## src/apw_pkg.sv

```systemverilog
package apw_pkg;
   // Register byte addresses (trim printed at 0x2f3, not word aligned: index kept)
   localparam logic [11:0] APW_TRIM_IDX = 12'h2f3;
   localparam logic [11:0] APW_CTRL_IDX = 12'h2f2;
   localparam logic [11:0] APW_RATE_IDX = 12'h2f4;
   localparam logic [13:0] APW_TRIM_ADDR = {APW_TRIM_IDX, 2'b00};
   localparam logic [13:0] APW_CTRL_ADDR = {APW_CTRL_IDX, 2'b00};
   localparam logic [13:0] APW_RATE_ADDR = {APW_RATE_IDX, 2'b00};
   // Control field positions
   localparam int APW_CLKSEL_BIT = 7;
   localparam int APW_WAVESEL_BIT = 4;
   localparam int APW_PINEN_BIT = 3;
   localparam int APW_FEN_BIT = 2;
   localparam int APW_IRQEN_BIT = 1;
   localparam int APW_FLAG_BIT = 0;
   // Trim field position
   localparam int APW_TRIM_LSB = 2;
   localparam int APW_TRIM_MSB = 7;
   // Reset values
   localparam logic [15:0] APW_RATE_RST = 16'h0000;
   localparam logic [5:0] APW_TRIM_RST = 6'h00;
   // Oscillator tick generator: nominal divide from the bus clock, trimmed
   localparam logic [15:0] APW_OSC_DIV = 16'h2710;
   // Control fields as a carrier
   typedef struct packed {
      logic clk_sel;
      logic wave_sel;
      logic pin_en;
      logic feat_en;
      logic irq_en;
   } apw_ctrl_t;
endpackage : apw_pkg

```

## src/apw_top.sv

```systemverilog
// Added by the designer: the APB interface to the registers.
`timescale 1ns/10ps
module apw_top
   import apw_pkg::*;
(
   // APB
   input wire logic pclk,
   input wire logic presetn,
   input wire logic psel,
   input wire logic penable,
   input wire logic pwrite,
   input wire logic [31:0] paddr,
   input wire logic [31:0] pwdata,
   output logic [31:0] prdata,
   output logic pready,
   output logic pslverr,
   // Non-volatile trim value
   input wire logic [5:0] nvm_trim,
   // Outputs
   output logic periodic_irq,
   output logic periodic_wave_pin
);
   ////////////////////////////////////////////////////////////////////////////////
   apw_ctrl_t ctrl_r;
   logic flag_r;
   logic [5:0] trim_r;
   logic [15:0] rate_r;
   logic [5:0] nvm_s1_r;
   logic [5:0] nvm_s2_r;
   logic load_pend_r;
   logic wave_r;
   logic sq_r;
   logic [31:0] prdata_r;
   logic wr;
   logic rd;
   logic hit;
   logic osc_tick;
   logic tick;
   logic half;
   logic timeout;

   // One-cycle access: setup then access always completes
   assign wr = psel && penable && pwrite;
   assign rd = psel && penable && !pwrite;
   assign hit = (paddr[13:0] == APW_CTRL_ADDR) || (paddr[13:0] == APW_TRIM_ADDR) ||
                (paddr[13:0] == APW_RATE_ADDR);
   assign pready = 1'b1;
   assign pslverr = psel && penable && !hit;
   assign prdata = prdata_r;

   ////////////////////////////////////////////////////////////////////////////////
   // Control register; select is frozen while enabled or being enabled
   always_ff @(posedge pclk or negedge presetn) begin
      if (!presetn) begin
         ctrl_r <= '0;
      end else if (wr && paddr[13:0] == APW_CTRL_ADDR) begin
         if (!ctrl_r.feat_en && !pwdata[APW_FEN_BIT]) begin
            ctrl_r.clk_sel <= pwdata[APW_CLKSEL_BIT];
         end
         ctrl_r.wave_sel <= pwdata[APW_WAVESEL_BIT];
         ctrl_r.pin_en <= pwdata[APW_PINEN_BIT];
         ctrl_r.feat_en <= pwdata[APW_FEN_BIT];
         ctrl_r.irq_en <= pwdata[APW_IRQEN_BIT];
      end
   end

   // Sticky flag; a timeout in the clearing cycle wins
   always_ff @(posedge pclk or negedge presetn) begin
      if (!presetn) begin
         flag_r <= 1'b0;
      end else if (timeout) begin
         flag_r <= 1'b1;
      end else if (wr && paddr[13:0] == APW_CTRL_ADDR && pwdata[APW_FLAG_BIT]) begin
         flag_r <= 1'b0;
      end
   end

   assign periodic_irq = flag_r && ctrl_r.irq_en;

   ////////////////////////////////////////////////////////////////////////////////
   // Rate register, locked while running
   always_ff @(posedge pclk or negedge presetn) begin
      if (!presetn) begin
         rate_r <= APW_RATE_RST;
      end else if (wr && paddr[13:0] == APW_RATE_ADDR && !ctrl_r.feat_en) begin
         rate_r <= pwdata[15:0];
      end
   end

   // Non-volatile value arrives from another domain: synchronise it
   always_ff @(posedge pclk or negedge presetn) begin
      if (!presetn) begin
         nvm_s1_r <= 6'h00;
         nvm_s2_r <= 6'h00;
      end else begin
         nvm_s1_r <= nvm_trim;
         nvm_s2_r <= nvm_s1_r;
      end
   end

   // Load waits two edges so the synchroniser holds the real value
   logic [1:0] load_cnt_r;
   always_ff @(posedge pclk or negedge presetn) begin
      if (!presetn) begin
         load_cnt_r <= 2'd0;
         load_pend_r <= 1'b1;
      end else if (load_pend_r) begin
         load_cnt_r <= load_cnt_r + 2'd1;
         if (load_cnt_r == 2'd2) begin
            load_pend_r <= 1'b0;
         end
      end
   end

   // Trim register: loaded after reset, then software writable
   always_ff @(posedge pclk or negedge presetn) begin
      if (!presetn) begin
         trim_r <= APW_TRIM_RST;
      end else if (load_pend_r && load_cnt_r == 2'd2) begin
         trim_r <= nvm_s2_r;
      end else if (wr && paddr[13:0] == APW_TRIM_ADDR) begin
         trim_r <= pwdata[APW_TRIM_MSB:APW_TRIM_LSB];
      end
   end

   // Read mux, registered
   always_ff @(posedge pclk or negedge presetn) begin
      if (!presetn) begin
         prdata_r <= 32'h00000000;
      end else if (psel && !penable && !pwrite) begin
         if (paddr[13:0] == APW_CTRL_ADDR) begin
            prdata_r <= {24'h000000, ctrl_r.clk_sel, 2'b00, ctrl_r.wave_sel,
                         ctrl_r.pin_en, ctrl_r.feat_en, ctrl_r.irq_en, flag_r};
         end else if (paddr[13:0] == APW_TRIM_ADDR) begin
            prdata_r <= {24'h000000, trim_r, 2'b00};
         end else if (paddr[13:0] == APW_RATE_ADDR) begin
            prdata_r <= {16'h0000, rate_r};
         end else begin
            prdata_r <= 32'h00000000;
         end
      end
   end

   ////////////////////////////////////////////////////////////////////////////////
   apw_osc u_osc (
      .pclk(pclk),
      .presetn(presetn),
      .trim(trim_r),
      .tick(osc_tick)
   );

   assign tick = ctrl_r.clk_sel ? 1'b1 : osc_tick;

   apw_cnt u_cnt (
      .pclk(pclk),
      .presetn(presetn),
      .run(ctrl_r.feat_en),
      .tick(tick),
      .rate(rate_r),
      .half(half),
      .timeout(timeout)
   );

   ////////////////////////////////////////////////////////////////////////////////
   // Square wave toggles per timeout; cleared while disabled
   always_ff @(posedge pclk or negedge presetn) begin
      if (!presetn) begin
         sq_r <= 1'b0;
      end else if (!ctrl_r.feat_en) begin
         sq_r <= 1'b0;
      end else if (timeout) begin
         sq_r <= !sq_r;
      end
   end

   // Pulse: high from period end for one tick (half the minimum period)
   logic pulse_r;
   always_ff @(posedge pclk or negedge presetn) begin
      if (!presetn) begin
         pulse_r <= 1'b0;
      end else if (!ctrl_r.feat_en) begin
         pulse_r <= 1'b0;
      end else if (timeout) begin
         pulse_r <= 1'b1;
      end else if (tick) begin
         pulse_r <= 1'b0;
      end
   end

   // Pin registered so it never glitches
   always_ff @(posedge pclk or negedge presetn) begin
      if (!presetn) begin
         wave_r <= 1'b0;
      end else if (ctrl_r.pin_en && ctrl_r.feat_en) begin
         wave_r <= ctrl_r.wave_sel ? sq_r : pulse_r;
      end else begin
         wave_r <= 1'b0;
      end
   end

   assign periodic_wave_pin = wave_r;
   logic unused_half;
   assign unused_half = half;
endmodule : apw_top

```

## src/apw_osc.sv

```systemverilog
`timescale 1ns/10ps
// Low-frequency oscillator model: trimmed tick divider on the bus clock
module apw_osc
   import apw_pkg::*;
(
   // Clock and reset
   input wire logic pclk,
   input wire logic presetn,
   // Trim and tick
   input wire logic [5:0] trim,
   output logic tick
);
   logic [15:0] cnt_r;
   logic [15:0] lim;
   // Bit 5 lengthens; lower bits shorten by binary weights
   always_comb begin
      lim = APW_OSC_DIV + (trim[5] ? 16'h0040 : 16'h0000) - {11'h000, trim[4:0]};
   end
   always_ff @(posedge pclk or negedge presetn) begin
      if (!presetn) begin
         cnt_r <= 16'h0000;
      end else if (cnt_r >= lim - 16'h0001) begin
         cnt_r <= 16'h0000;
      end else begin
         cnt_r <= cnt_r + 16'h0001;
      end
   end
   assign tick = (cnt_r == 16'h0000);
endmodule : apw_osc

```

## src/apw_cnt.sv

```systemverilog
`timescale 1ns/10ps
// Period counter: timeout every 2*(rate+1) count ticks
module apw_cnt
   import apw_pkg::*;
(
   // Clock and reset
   input wire logic pclk,
   input wire logic presetn,
   // Control
   input wire logic run,
   input wire logic tick,
   input wire logic [15:0] rate,
   // Events
   output logic half,
   output logic timeout
);
   logic [16:0] cnt_r;
   logic [16:0] last;
   assign last = {rate, 1'b1};
   assign timeout = run && tick && (cnt_r == last);
   assign half = run && tick && (cnt_r == 17'h00001);
   always_ff @(posedge pclk or negedge presetn) begin
      if (!presetn) begin
         cnt_r <= 17'h00000;
      end else if (!run) begin
         cnt_r <= 17'h00000;
      end else if (timeout) begin
         cnt_r <= 17'h00000;
      end else if (tick) begin
         cnt_r <= cnt_r + 17'h00001;
      end
   end
endmodule : apw_cnt

```

## config.mk

```make
export PLATFORM = sky130hd
export DESIGN_NAME = apw_top
export DESIGN_NICKNAME = d
export VERILOG_FILES = /design/src/apw_pkg.sv /design/src/apw_top.sv /design/src/apw_osc.sv /design/src/apw_cnt.sv
export SDC_FILE = /design/constraint.sdc
export NUM_CORES = 1
export LEC_CHECK = 0
export ABC_AREA = 1
export BUFFER_PORTS_ARGS = -buffer_cell sky130_fd_sc_hd__buf_2
export CAP_MARGIN = 10
export CELL_PAD_IN_SITES_DETAIL_PLACEMENT = 1
export CELL_PAD_IN_SITES_GLOBAL_PLACEMENT = 1
export CORE_UTILIZATION = 46
export CTS_BUF_LIST = sky130_fd_sc_hd__clkbuf_8
export DETAILED_ROUTE_END_ITERATION = 16
export PLACE_DENSITY_LB_ADDON = 0.1
export SLEW_MARGIN = 10
export SYNTH_ARGS = -nofsm -noshare
export SYNTH_HDL_FRONTEND = slang
export SYNTH_HIERARCHICAL = 1
export SYNTH_SLANG_ARGS = --single-unit
```

## constraint.sdc

```tcl
create_clock -name pclk -period 3.7 [get_ports pclk]
set_input_delay 1.11 -clock pclk [delete_from_list [all_inputs] [get_ports pclk]]
set_output_delay 1.11 -clock pclk [all_outputs]
set_load 0.005 [all_outputs]
```

Yosys cells after proc, flatten, opt, wreduce, memory -nomap -nowiden
Index checks and enable logic that the tools add are counted.

cells by class
  add/subtract/negate cells = 6
  magnitude comparators = 1
  equality and inequality tests = 7
  multiplexer cells = 22
  reduce and logical (&&, ||, !) cells = 28

operators with widths
  cell                      count
  $mux W16                  4
  $mux W17                  3
  $eq A14 B12 Y1 const B    3
  $add A17 B1 Y17 const B   1
  $eq A17 B17 Y1            1
  $add A14 B16 Y16 const A  1
  $add A16 B1 Y16 const B   1
  $ge A16 B16 Y1            1
  $logic_and A1 B1 Y1       16
  $logic_not A16 Y1         1
  $sub A16 B1 Y16 const B   1
  $sub A16 B5 Y16           1
  $mux W1                   12
  $mux W6                   2
  $mux W7                   1
  $logic_not A1 Y1          6
  $reduce_bool A2 Y1        2
  $ne A3 B1 Y1 const B      1
  $add A2 B1 Y2 const B     1
  $eq A2 B2 Y1 const B      1
  $logic_or A1 B1 Y1        2
  $ne A2 B1 Y1 const B      1
  $reduce_and A2 Y1         1

storage, ports and cells
  flip-flop bits (word level) = 111
  bits of input ports = 75
  word-level logic and storage cells = 82

Longest topological paths before layout
Gate-level depths: netlist of run 1.

  word-level depth = 6
  mapped depth = 14
  depth with buffers taken out = 13

By module
The synthesis of run 1 kept the hierarchy.

by module, submodules not included
  module   times used  cells an instance  area an instance (µm²)  sequential area each (µm²)
  apw_top  1           316                2944.1                  1552.7
  apw_cnt  1           239                1594.0                  425.4
  apw_osc  1           144                1133.6                  400.4

Worst setup path before layout of run 1
OpenSTA, ideal clock, no wires.

  path type = in2out
  start = input paddr[7]
  end = output pslverr
  arrival time = 1.844 ns
  setup slack = 0.746 ns
  cell stages on the path = 7
  path through = nand2_1 inv_2 nand2_2 nor2_8 and2_1 buf_4 nor3_1

between the ends
  cells in the longest elaborated chain, start to end = 5
  elaborated cells on any way between the ends = 7
  those cells by class = 3 x eq/ne; 4 x reduce/logical

ends and longest elaborated chain
  element                  RTL line       RTL
  from (decl)              apw_top.sv:12  input wire logic [31:0] paddr,
  $eq A14 B12 Y1           apw_top.sv:45  assign hit = (paddr[13:0] == APW_CTRL_ADDR) || (paddr[13:0] == APW_TRIM_ADDR) ||
  $logic_or A1 B1 Y1       apw_top.sv:45
  $logic_or A1 B1 Y1 (*)   apw_top.sv:45
  $logic_not A1 Y1 (*)     apw_top.sv:48  assign pslverr = psel && penable && !hit;
  $logic_and A1 B1 Y1 (*)  apw_top.sv:48
  to (decl)                apw_top.sv:16  output logic pslverr,

Every way passes the cells marked *; elsewhere a longest branch is shown, timed or not.

Worst setup path in the final report of run 1
  start = input paddr[4]
  end = output pslverr

Same word-level chain as after synthesis.

==> key figures, run 1 <==
Run status
  • Outcome: finished clean

GRT
  • First-pass GRT wire length: 24600 um
  • GRT Util Overall: 0.254
  • Met3 usage: 0.0337
  • Met2 Track Usage GR: 0.477
  • Largest net degree at the start of global routing: 96
  • Initial antenna violation count: 0
  • GRT busiest layer: met2
  • Overflow after GRT: 0
  • Vias in the first global route: 4846
  • Met1 Resource Use GR: 0.290

Drt
  • Via count: 4653
  • Routed Antenna Nets: 0
  • Routed wire length per instance: 16.6 um
  • 1st-pass router iterations: 4
  • Via-to-Cell Ratio: 5.16
  • 1st-iter DRT viols: roughly 210
  • DRC violations left: 0
  • Final wirelength: between 10000 and 15000 um

Timing
  • RSZ-0062 raised after global routing: no
  • Final hold slack: 0.360 ns
  • Actual slew at the worst max-slew pin: 0.780 ns
  • Setup WS post-layout: 0.500 ns
  • Final setup fails: 0
  • Clk_skew: 0.0139 ns
  • Peak Freq: 0.313 GHz
  • Slew margin rel.: 0.479
  • Final Max Slew Viols: 0
  • Fin Setup TNS: 0 ns
  • Minimum clock period: around 3.2 ns
  • Final hold violation count: 0
  • Final Cycle Share: 0.865

Floorplanning
  • Initial Util: 0.471
  • Die X: 113 um
  • Die area: roughly 0.013 mm2
  • Rows: 40
  • Core ar.: 0.0120 mm2
  • Io pins: 111
  • DIE HEIGHT: 113 um

Power
  • PwrDens: 307 mW/mm2
  • Maximum vdd ir drop: ~0.21 mV
  • Leakage power: 3.11 nW

Min path
  • Hold WC Path Type: flip-flop to flip-flop
  • Hold Path Stages: 0
  • Endpoint, Worst Hold: nvm_s2_r[3]
  • Hold Startpoint: nvm_s1_r[3]

Layout
  • NumNets Final: 840
  • Synthesis-to-finish area growth: 9.32%
  • Post-layout util: 0.515
  • Fraction of layout cells with a size suffix above 1: 0.246
  • Layout fillers: 1513
  • Diodes inserted: 0

Placed design
  • DP HPWL: 11400 um
  • PortBufs: 59
  • Gpl congestion: 0.882
  • Post-Place Worst Slack: 0.492 ns

Clock tree
  • Root Buffer: clkbuf_8
  • Num CTS Buffers: 9
  • CTS resizes: 0
  • CTS H-tree lvls: 3
  • Clk_lat worst skew: 0.39 ns
  • Setup fix buffers added after clock tree synthesis: 0
  • CTS tree: done
  • Sink Count: 95
  • Reg clk slew, reported paths: 0.11 ns
  • Clock Path Buffers: 2
  • CTS Hold Buffers Added: 0

Job
  • Max cap viols: 0

Critical path
  • Worst setup path class: primary input to output port
  • Setup crit start kind: primary input
  • Worst r2r src: u_osc/cnt_r[8]
  • CP max FO: 6
  • Worst Path Arrival: about 2.1 ns
  • Worst r2r path cells: 9
  • Worst r2r dst: u_cnt/cnt_r[2]
  • Critical Path RT: approximately 2.6 ns
  • FF-to-FF setup slack: 1.51 ns
  • Crit path capture type: output port

Synthesis
  • Cell Area, Synth: roughly 0.0056 mm2
  • Yosys warns: 6
  • Avg Cell Area, Syn: 8.13 um2
  • Mapped Cells: around 690
routing by layer:
layer	vias up	part of all wire
met3	28	0.019
met2	64	0.55
met1	2306	0.40
li1	2255	-
met5	-	0
met4	0	0.025
layout make-up:
type                       count  area (um2)  share of cell area
inverter                      93         350              0.0569
sequential                    95        2380               0.386
timing repair buffer          63         340              0.0552
clock buffer                   9         124              0.0201
multi-input combinational    488        2690               0.437
clock inverter                 7        93.8              0.0152
tap                          147         184              0.0298
how the worst max path moves through the flow:
stage,start,endpoint,cells past startpoint
floorplan,paddr[7],pslverr,7
global placement,paddr[1],pslverr,8
detailed placement,paddr[1],pslverr,8
CTS,paddr[4],pslverr,8
global route,paddr[4],pslverr,8
finish,paddr[4],pslverr,8
state kept, by name, summed over array words and instances, names as in the netlist:
| register | flops |
|---|---|
| sq_r | 1 |
| flag_r | 1 |
| prdata | 16 |
| ctrl_r | 5 |
| u_cnt/cnt_r | 17 |
| load_cnt_r | 2 |
| load_pend_r | 1 |
| u_osc/cnt_r | 16 |
| nvm_s1_r | 6 |
| nvm_s2_r | 6 |
| periodic_wave_pin | 1 |
| trim_r | 6 |
| rate_r | 16 |
| pulse_r | 1 |
where the power goes:
group	internal, mW	switching (mW)
registers	1.05	0.00335
logic	0.0297	0.0696
clock network	0.280	0.463
total	1.36	0.536
worst max-delay path, cell delays in order:
cell,delay [ns]
buf_2,0.12
nor2_1,0.10
nand2_1,0.14
nor2_4,0.25
nand2_2,0.13
nand2_1,0.08
nor3_1,0.04
buf_2,0.12
cell usage in the layout (no fill, tap or decap), drive strengths merged:
cell type,count
inv,95
and3,1
o211ai,1
nand3,61
a21boi,2
nand2,206
ha,15
clkbuf,9
nand4,14
nor2,75
xnor2,5
dfstp,1
o21ai,46
xor2,17
and2,1
a21oi,11
nor3b,1
nor4,2
buf,63
clkinv,5
conb,19
dfrtp,94
nor3,10
o21bai,1
through the flow:
stage                     total power, mW  instances  cell area (um2)
after floorplan                      1.12        709             5700
after global placement               1.17        886             5940
after detailed placement             1.17        886             5940
after CTS                            1.92        902             6160
after global routing                 1.97        902             6160
final                                1.89        902             6160
No activity file was read; power rests on OpenSTA's default activity.
==> run 2: changes to the inputs <==
GPL_TIMING_DRIVEN = 0   (was not set)
==> key figures, run 2 (synthesized netlist as in run 1, its figures left out) <==
Run status
  • Outcome: finished clean

Timing
  • Final setup fails: 0
  • Final hold slack: 0.353 ns
  • Final Cycle Share: 0.887
  • RSZ-0062 raised after global routing: no
  • Minimum clock period: 3.28 ns
  • Clk_skew: 0.0133 ns
  • Actual slew at the worst max-slew pin: 0.766 ns
  • Slew margin rel.: 0.489
  • Final Max Slew Viols: 0
  • Peak Freq: 0.305 GHz
  • Final hold violation count: 0
  • Fin Setup TNS: 0 ns

Drt
  • Via-to-Cell Ratio: between 5 and 6
  • Routed Antenna Nets: 0
  • Final wirelength: between 15000 and 20000 um
  • 1st-iter DRT viols: 147
  • 1st-pass router iterations: 4
  • Via count: 4747
  • Routed wire length per instance: approximately 16 um
  • DRC violations left: 0

GRT
  • Largest net degree at the start of global routing: 60
  • Vias in the first global route: 5123
  • GRT Util Overall: 0.266
  • Overflow after GRT: 0
  • Initial antenna violation count: 0
  • First-pass GRT wire length: roughly 26000 um

Layout
  • Fraction of layout cells with a size suffix above 1: 0.274
  • Commonest cells after routing, fill and taps aside: nand2_1, dfrtp_1, inv_1, buf_2, nand3_1
  • NumNets Final: 870
  • Diodes inserted: 0
  • Max FFs per register: 17
  • Synthesis-to-finish area growth: 13.5%
  • Biggest register: u_cnt/cnt_r
  • Commonest non-fill, non-tap cell in the layout: nand2_1
  • Design area: 0.00640 mm2

Power
  • PwrDens: a little under 300 mW/mm2
  • Leakage power: between 3 and 4 nW
  • Maximum vdd ir drop: 0.210 mV

Clock tree
  • Root Buffer: clkbuf_8
  • Setup fix buffers added after clock tree synthesis: 0
  • CTS resizes: 0
  • Clock Path Buffers: 2
  • CTS Hold Buffers Added: 0
  • CTS H-tree lvls: 3
  • Reg clk slew, reported paths: roughly 0.11 ns
  • CTS tree: done
  • Clk_lat worst skew: 0.39 ns
  • Num CTS Buffers: 9
  • Sink Count: 95

Floorplanning
  • Io pins: 111
  • Die X: ~110 um
  • Rows: 40
  • DIE HEIGHT: 113 um
  • Initial Util: 0.471
  • Core ar.: 0.0120 mm2
  • Die area: 0.0127 mm2

Critical path
  • CP cell instances: buf_2, nor2_4, nand3_4, nor2_8, and2_1, buf_4, nor3_1, buf_2
  • Max stage delay on crit path: 0.18 ns
  • Crit path capture type: output port
  • Slowest CP cell: nor2_8
  • Top cell by count, worst path: buf_2
  • Worst setup path class: primary input to output port
  • Critical Path RT: 2.59 ns
  • Worst Path Arrival: about 2.2 ns
  • Setup crit start kind: primary input
  • CP max FO: 10

Placed design
  • Gpl congestion: 0.885
  • PortBufs: just under 60
  • Cell Area, Placed: 0.00620 mm2
  • DP HPWL: 12200 um

Job
  • Max cap viols: 0

Min path
  • Hold WC Path Type: flip-flop to flip-flop
==> run 2: cell type report <==
cell class / instances / area [um2]
plain buffers: 33 / 277
repair buffers: 60 / 318
clock buffers: 9 / 124
flip-flops and latches: 95 / 2380
well taps: 147 / 184
inverters: 93 / 350
clock inverters: 7 / 75.1
multi-input cells: 488 / 2690
fillers: 1526 / 5560
==> run 2: critical path: cells and delay by family <==
kind	cells	cell delay, ns
buf+inv	3	0.40
simple gates	5	0.65
==> run 2: stage by stage <==
step	util	total power, mW	setup WS (ns)	std cells
after floorplan	-	1.12	0.746	709
after global placement	0.516	1.18	0.428	915
after detailed placement	0.518	1.19	0.403	916
after CTS	0.535	1.89	0.401	932
after global routing	0.535	1.94	0.346	932
final	0.535	1.87	0.420	932
==> run 2: final timing paths <==
| check | start | slack, ns | depth (start not counted) | to |
|---|---|---|---|---|
| max | paddr[1] | 0.42 | 8 | pslverr |
| min | nvm_s1_r[2] | 0.35 | 0 | nvm_s2_r[2] |
| max reg2reg | u_osc/cnt_r[0] | 1.51 | 10 | u_cnt/cnt_r[8] |
| min reg2reg | nvm_s1_r[2] | 0.35 | 0 | nvm_s2_r[2] |
| max in group asynchronous | presetn | 2.19 | 2 | load_pend_r |
| min in group asynchronous | presetn | 0.79 | 1 | u_cnt/cnt_r[5] |
==> run 2: report_power, final <==
part	switching, mW	internal, mW
clock	0.439	0.268
combinational	0.0710	0.0421
sequential	0.00336	1.05
==> run 2: metal layers <==
metal,track usage,part of all wire
met5,0,0
met3,0.0337,0.021
met2,0.513,0.56
met4,0.106,0.026
met1,0.294,0.40
==> run 3: changes to the inputs <==
CORE_UTILIZATION = 42   (was 46)
PLACE_DENSITY = 0.87   (was not set)
PLACE_DENSITY_LB_ADDON = not set   (was 0.1)
SLEW_MARGIN = 20   (was 10)
clock period = 3.2 ns   (was 3.7 ns; I/O delays follow)
==> key figures, run 3 (synthesized netlist as in run 1, its figures left out) <==
Drt
  • 1st-pass router iterations: 4
  • 1st-iter DRT viols: between 150 and 200
  • Routed wire length per instance: 16.1 um
  • Via-to-Cell Ratio: 4.98
  • Via count: about 4800
  • DRC violations left: 0
  • Routed Antenna Nets: 0
  • Final wirelength: approximately 15000 um

Critical path
  • Setup crit start kind: primary input
  • Setup crit start: paddr[7]
  • Worst Path Arrival: 2.13 ns
  • Critical Path End: pslverr
  • Crit path capture type: output port
  • Worst setup path class: primary input to output port
  • FF-to-FF setup slack: between 1 and 1.5 ns
  • Worst r2r dst: u_cnt/cnt_r[8]
  • Worst r2r path cells: 10
  • Worst r2r src: u_osc/cnt_r[0]
  • CP max FO: 10
  • Critical Path RT: 2.24 ns

Clock tree
  • Root Buffer: clkbuf_8
  • CTS resizes: 0
  • Sink Count: 95
  • Num CTS Buffers: 9
  • Setup fix buffers added after clock tree synthesis: 0
  • Clk_lat worst skew: 0.38 ns
  • CTS H-tree lvls: 3
  • Clock Path Buffers: 2
  • CTS tree: done
  • CTS Hold Buffers Added: 0
  • Reg clk slew, reported paths: 0.08 ns

Floorplanning
  • Die X: about 120 um
  • Core ar.: roughly 0.013 mm2
  • Io pins: 111
  • Rows: 41
  • DIE HEIGHT: around 120 um
  • Die area: approximately 0.014 mm2
  • Initial Util: 0.438

GRT
  • Largest net degree at the start of global routing: 69
  • Overflow after GRT: 0
  • First-pass GRT wire length: roughly 26000 um
  • Initial antenna violation count: 0
  • Vias in the first global route: 5258
  • GRT Util Overall: 0.239

Power
  • PwrDens: ~350 mW/mm2
  • Maximum vdd ir drop: 0.363 mV
  • Leakage power: 3.28 nW
  • Total power: 2.23 mW

Layout
  • Design area: 0.00646 mm2
  • NumNets Final: 870
  • Layout fillers: approximately 1600
  • Max FFs per register: 17
  • Diodes inserted: 0
  • Biggest register: u_cnt/cnt_r
  • Commonest non-fill, non-tap cell in the layout: nand2_1
  • Commonest cells after routing, fill and taps aside: nand2_1, dfrtp_1, inv_1, buf_2, nand3_1
  • Synthesis-to-finish area growth: 14.6%
  • Fraction of layout cells with a size suffix above 1: 0.274
  • Post-layout util: 0.502

Timing
  • Final setup fails: 0
  • Minimum clock period: slightly above 3 ns
  • Final Cycle Share: 0.964
  • RSZ-0062 raised after global routing: no
  • Fin Setup TNS: 0 ns
  • Final Max Slew Viols: 0
  • Final hold slack: between 0.3 and 0.4 ns
  • Clk_skew: 0.00918 ns
  • Final hold violation count: 0
  • Peak Freq: approximately 0.32 GHz

Min path
  • Hold WC Path Type: flip-flop to flip-flop

Placed design
  • Gpl congestion: slightly below 0.9
  • PortBufs: 59
  • Cell Area, Placed: 0.00624 mm2
  • DP HPWL: about 12000 um

Job
  • Max cap viols: 0

Run status
  • Outcome: finished clean
[run 3: cell type report]
type | count | area (um2) | area share
plain buffers | 33 | 277 | 0.0428
clock buffers | 9 | 124 | 0.0192
clock inverters | 7 | 95.1 | 0.0147
inverters | 93 | 350 | 0.0542
multi-input cells | 488 | 2690 | 0.417
flip-flops and latches | 95 | 2380 | 0.368
well taps | 172 | 215 | 0.0333
repair buffers | 60 | 329 | 0.0509
[run 3: critical path, cell delays in order]
cell     delay (ns)
buf_2          0.10
nand2_1        0.07
inv_2          0.05
nand2_2        0.10
nor2_8         0.08
and2_1         0.14
buf_4          0.17
nor3_1         0.28
buf_2          0.18
[run 3: metrics by stage]
step | setup WS [ns] | cells
final | 0.114 | 957
after global routing | 0.0579 | 957
after global placement | 0.149 | 940
after detailed placement | 0.132 | 941
after floorplan | 0.546 | 709
after CTS | 0.117 | 957
[run 3: power by group]
part | switching, mW | total (mW) | internal (mW)
Sequential | 0.00380 | 1.21 | 1.21
Combinational | 0.0838 | 0.134 | 0.0502
Clock | 0.446 | 0.887 | 0.441
[run 3: worst min path at each step]
stage                            from          end  slack [ns]  cells past startpoint
after floorplan           nvm_s1_r[0]  nvm_s2_r[0]        0.33                      0
after global placement    nvm_s1_r[5]  nvm_s2_r[5]        0.33                      0
after detailed placement  nvm_s1_r[3]  nvm_s2_r[3]        0.34                      0
after CTS                 nvm_s1_r[3]  nvm_s2_r[3]        0.36                      0
after global routing      nvm_s1_r[2]  nvm_s2_r[2]        0.37                      0
final                     nvm_s1_r[3]  nvm_s2_r[3]        0.35                      0
[run 3: metal layers]
layer	global-route usage	wire length, um	vias up
met5	0	0	-
met4	0.0921	440	0
met3	0.0518	460	29
met2	0.442	8280	72
met1	0.264	6180	2357
li1	-	-	2306
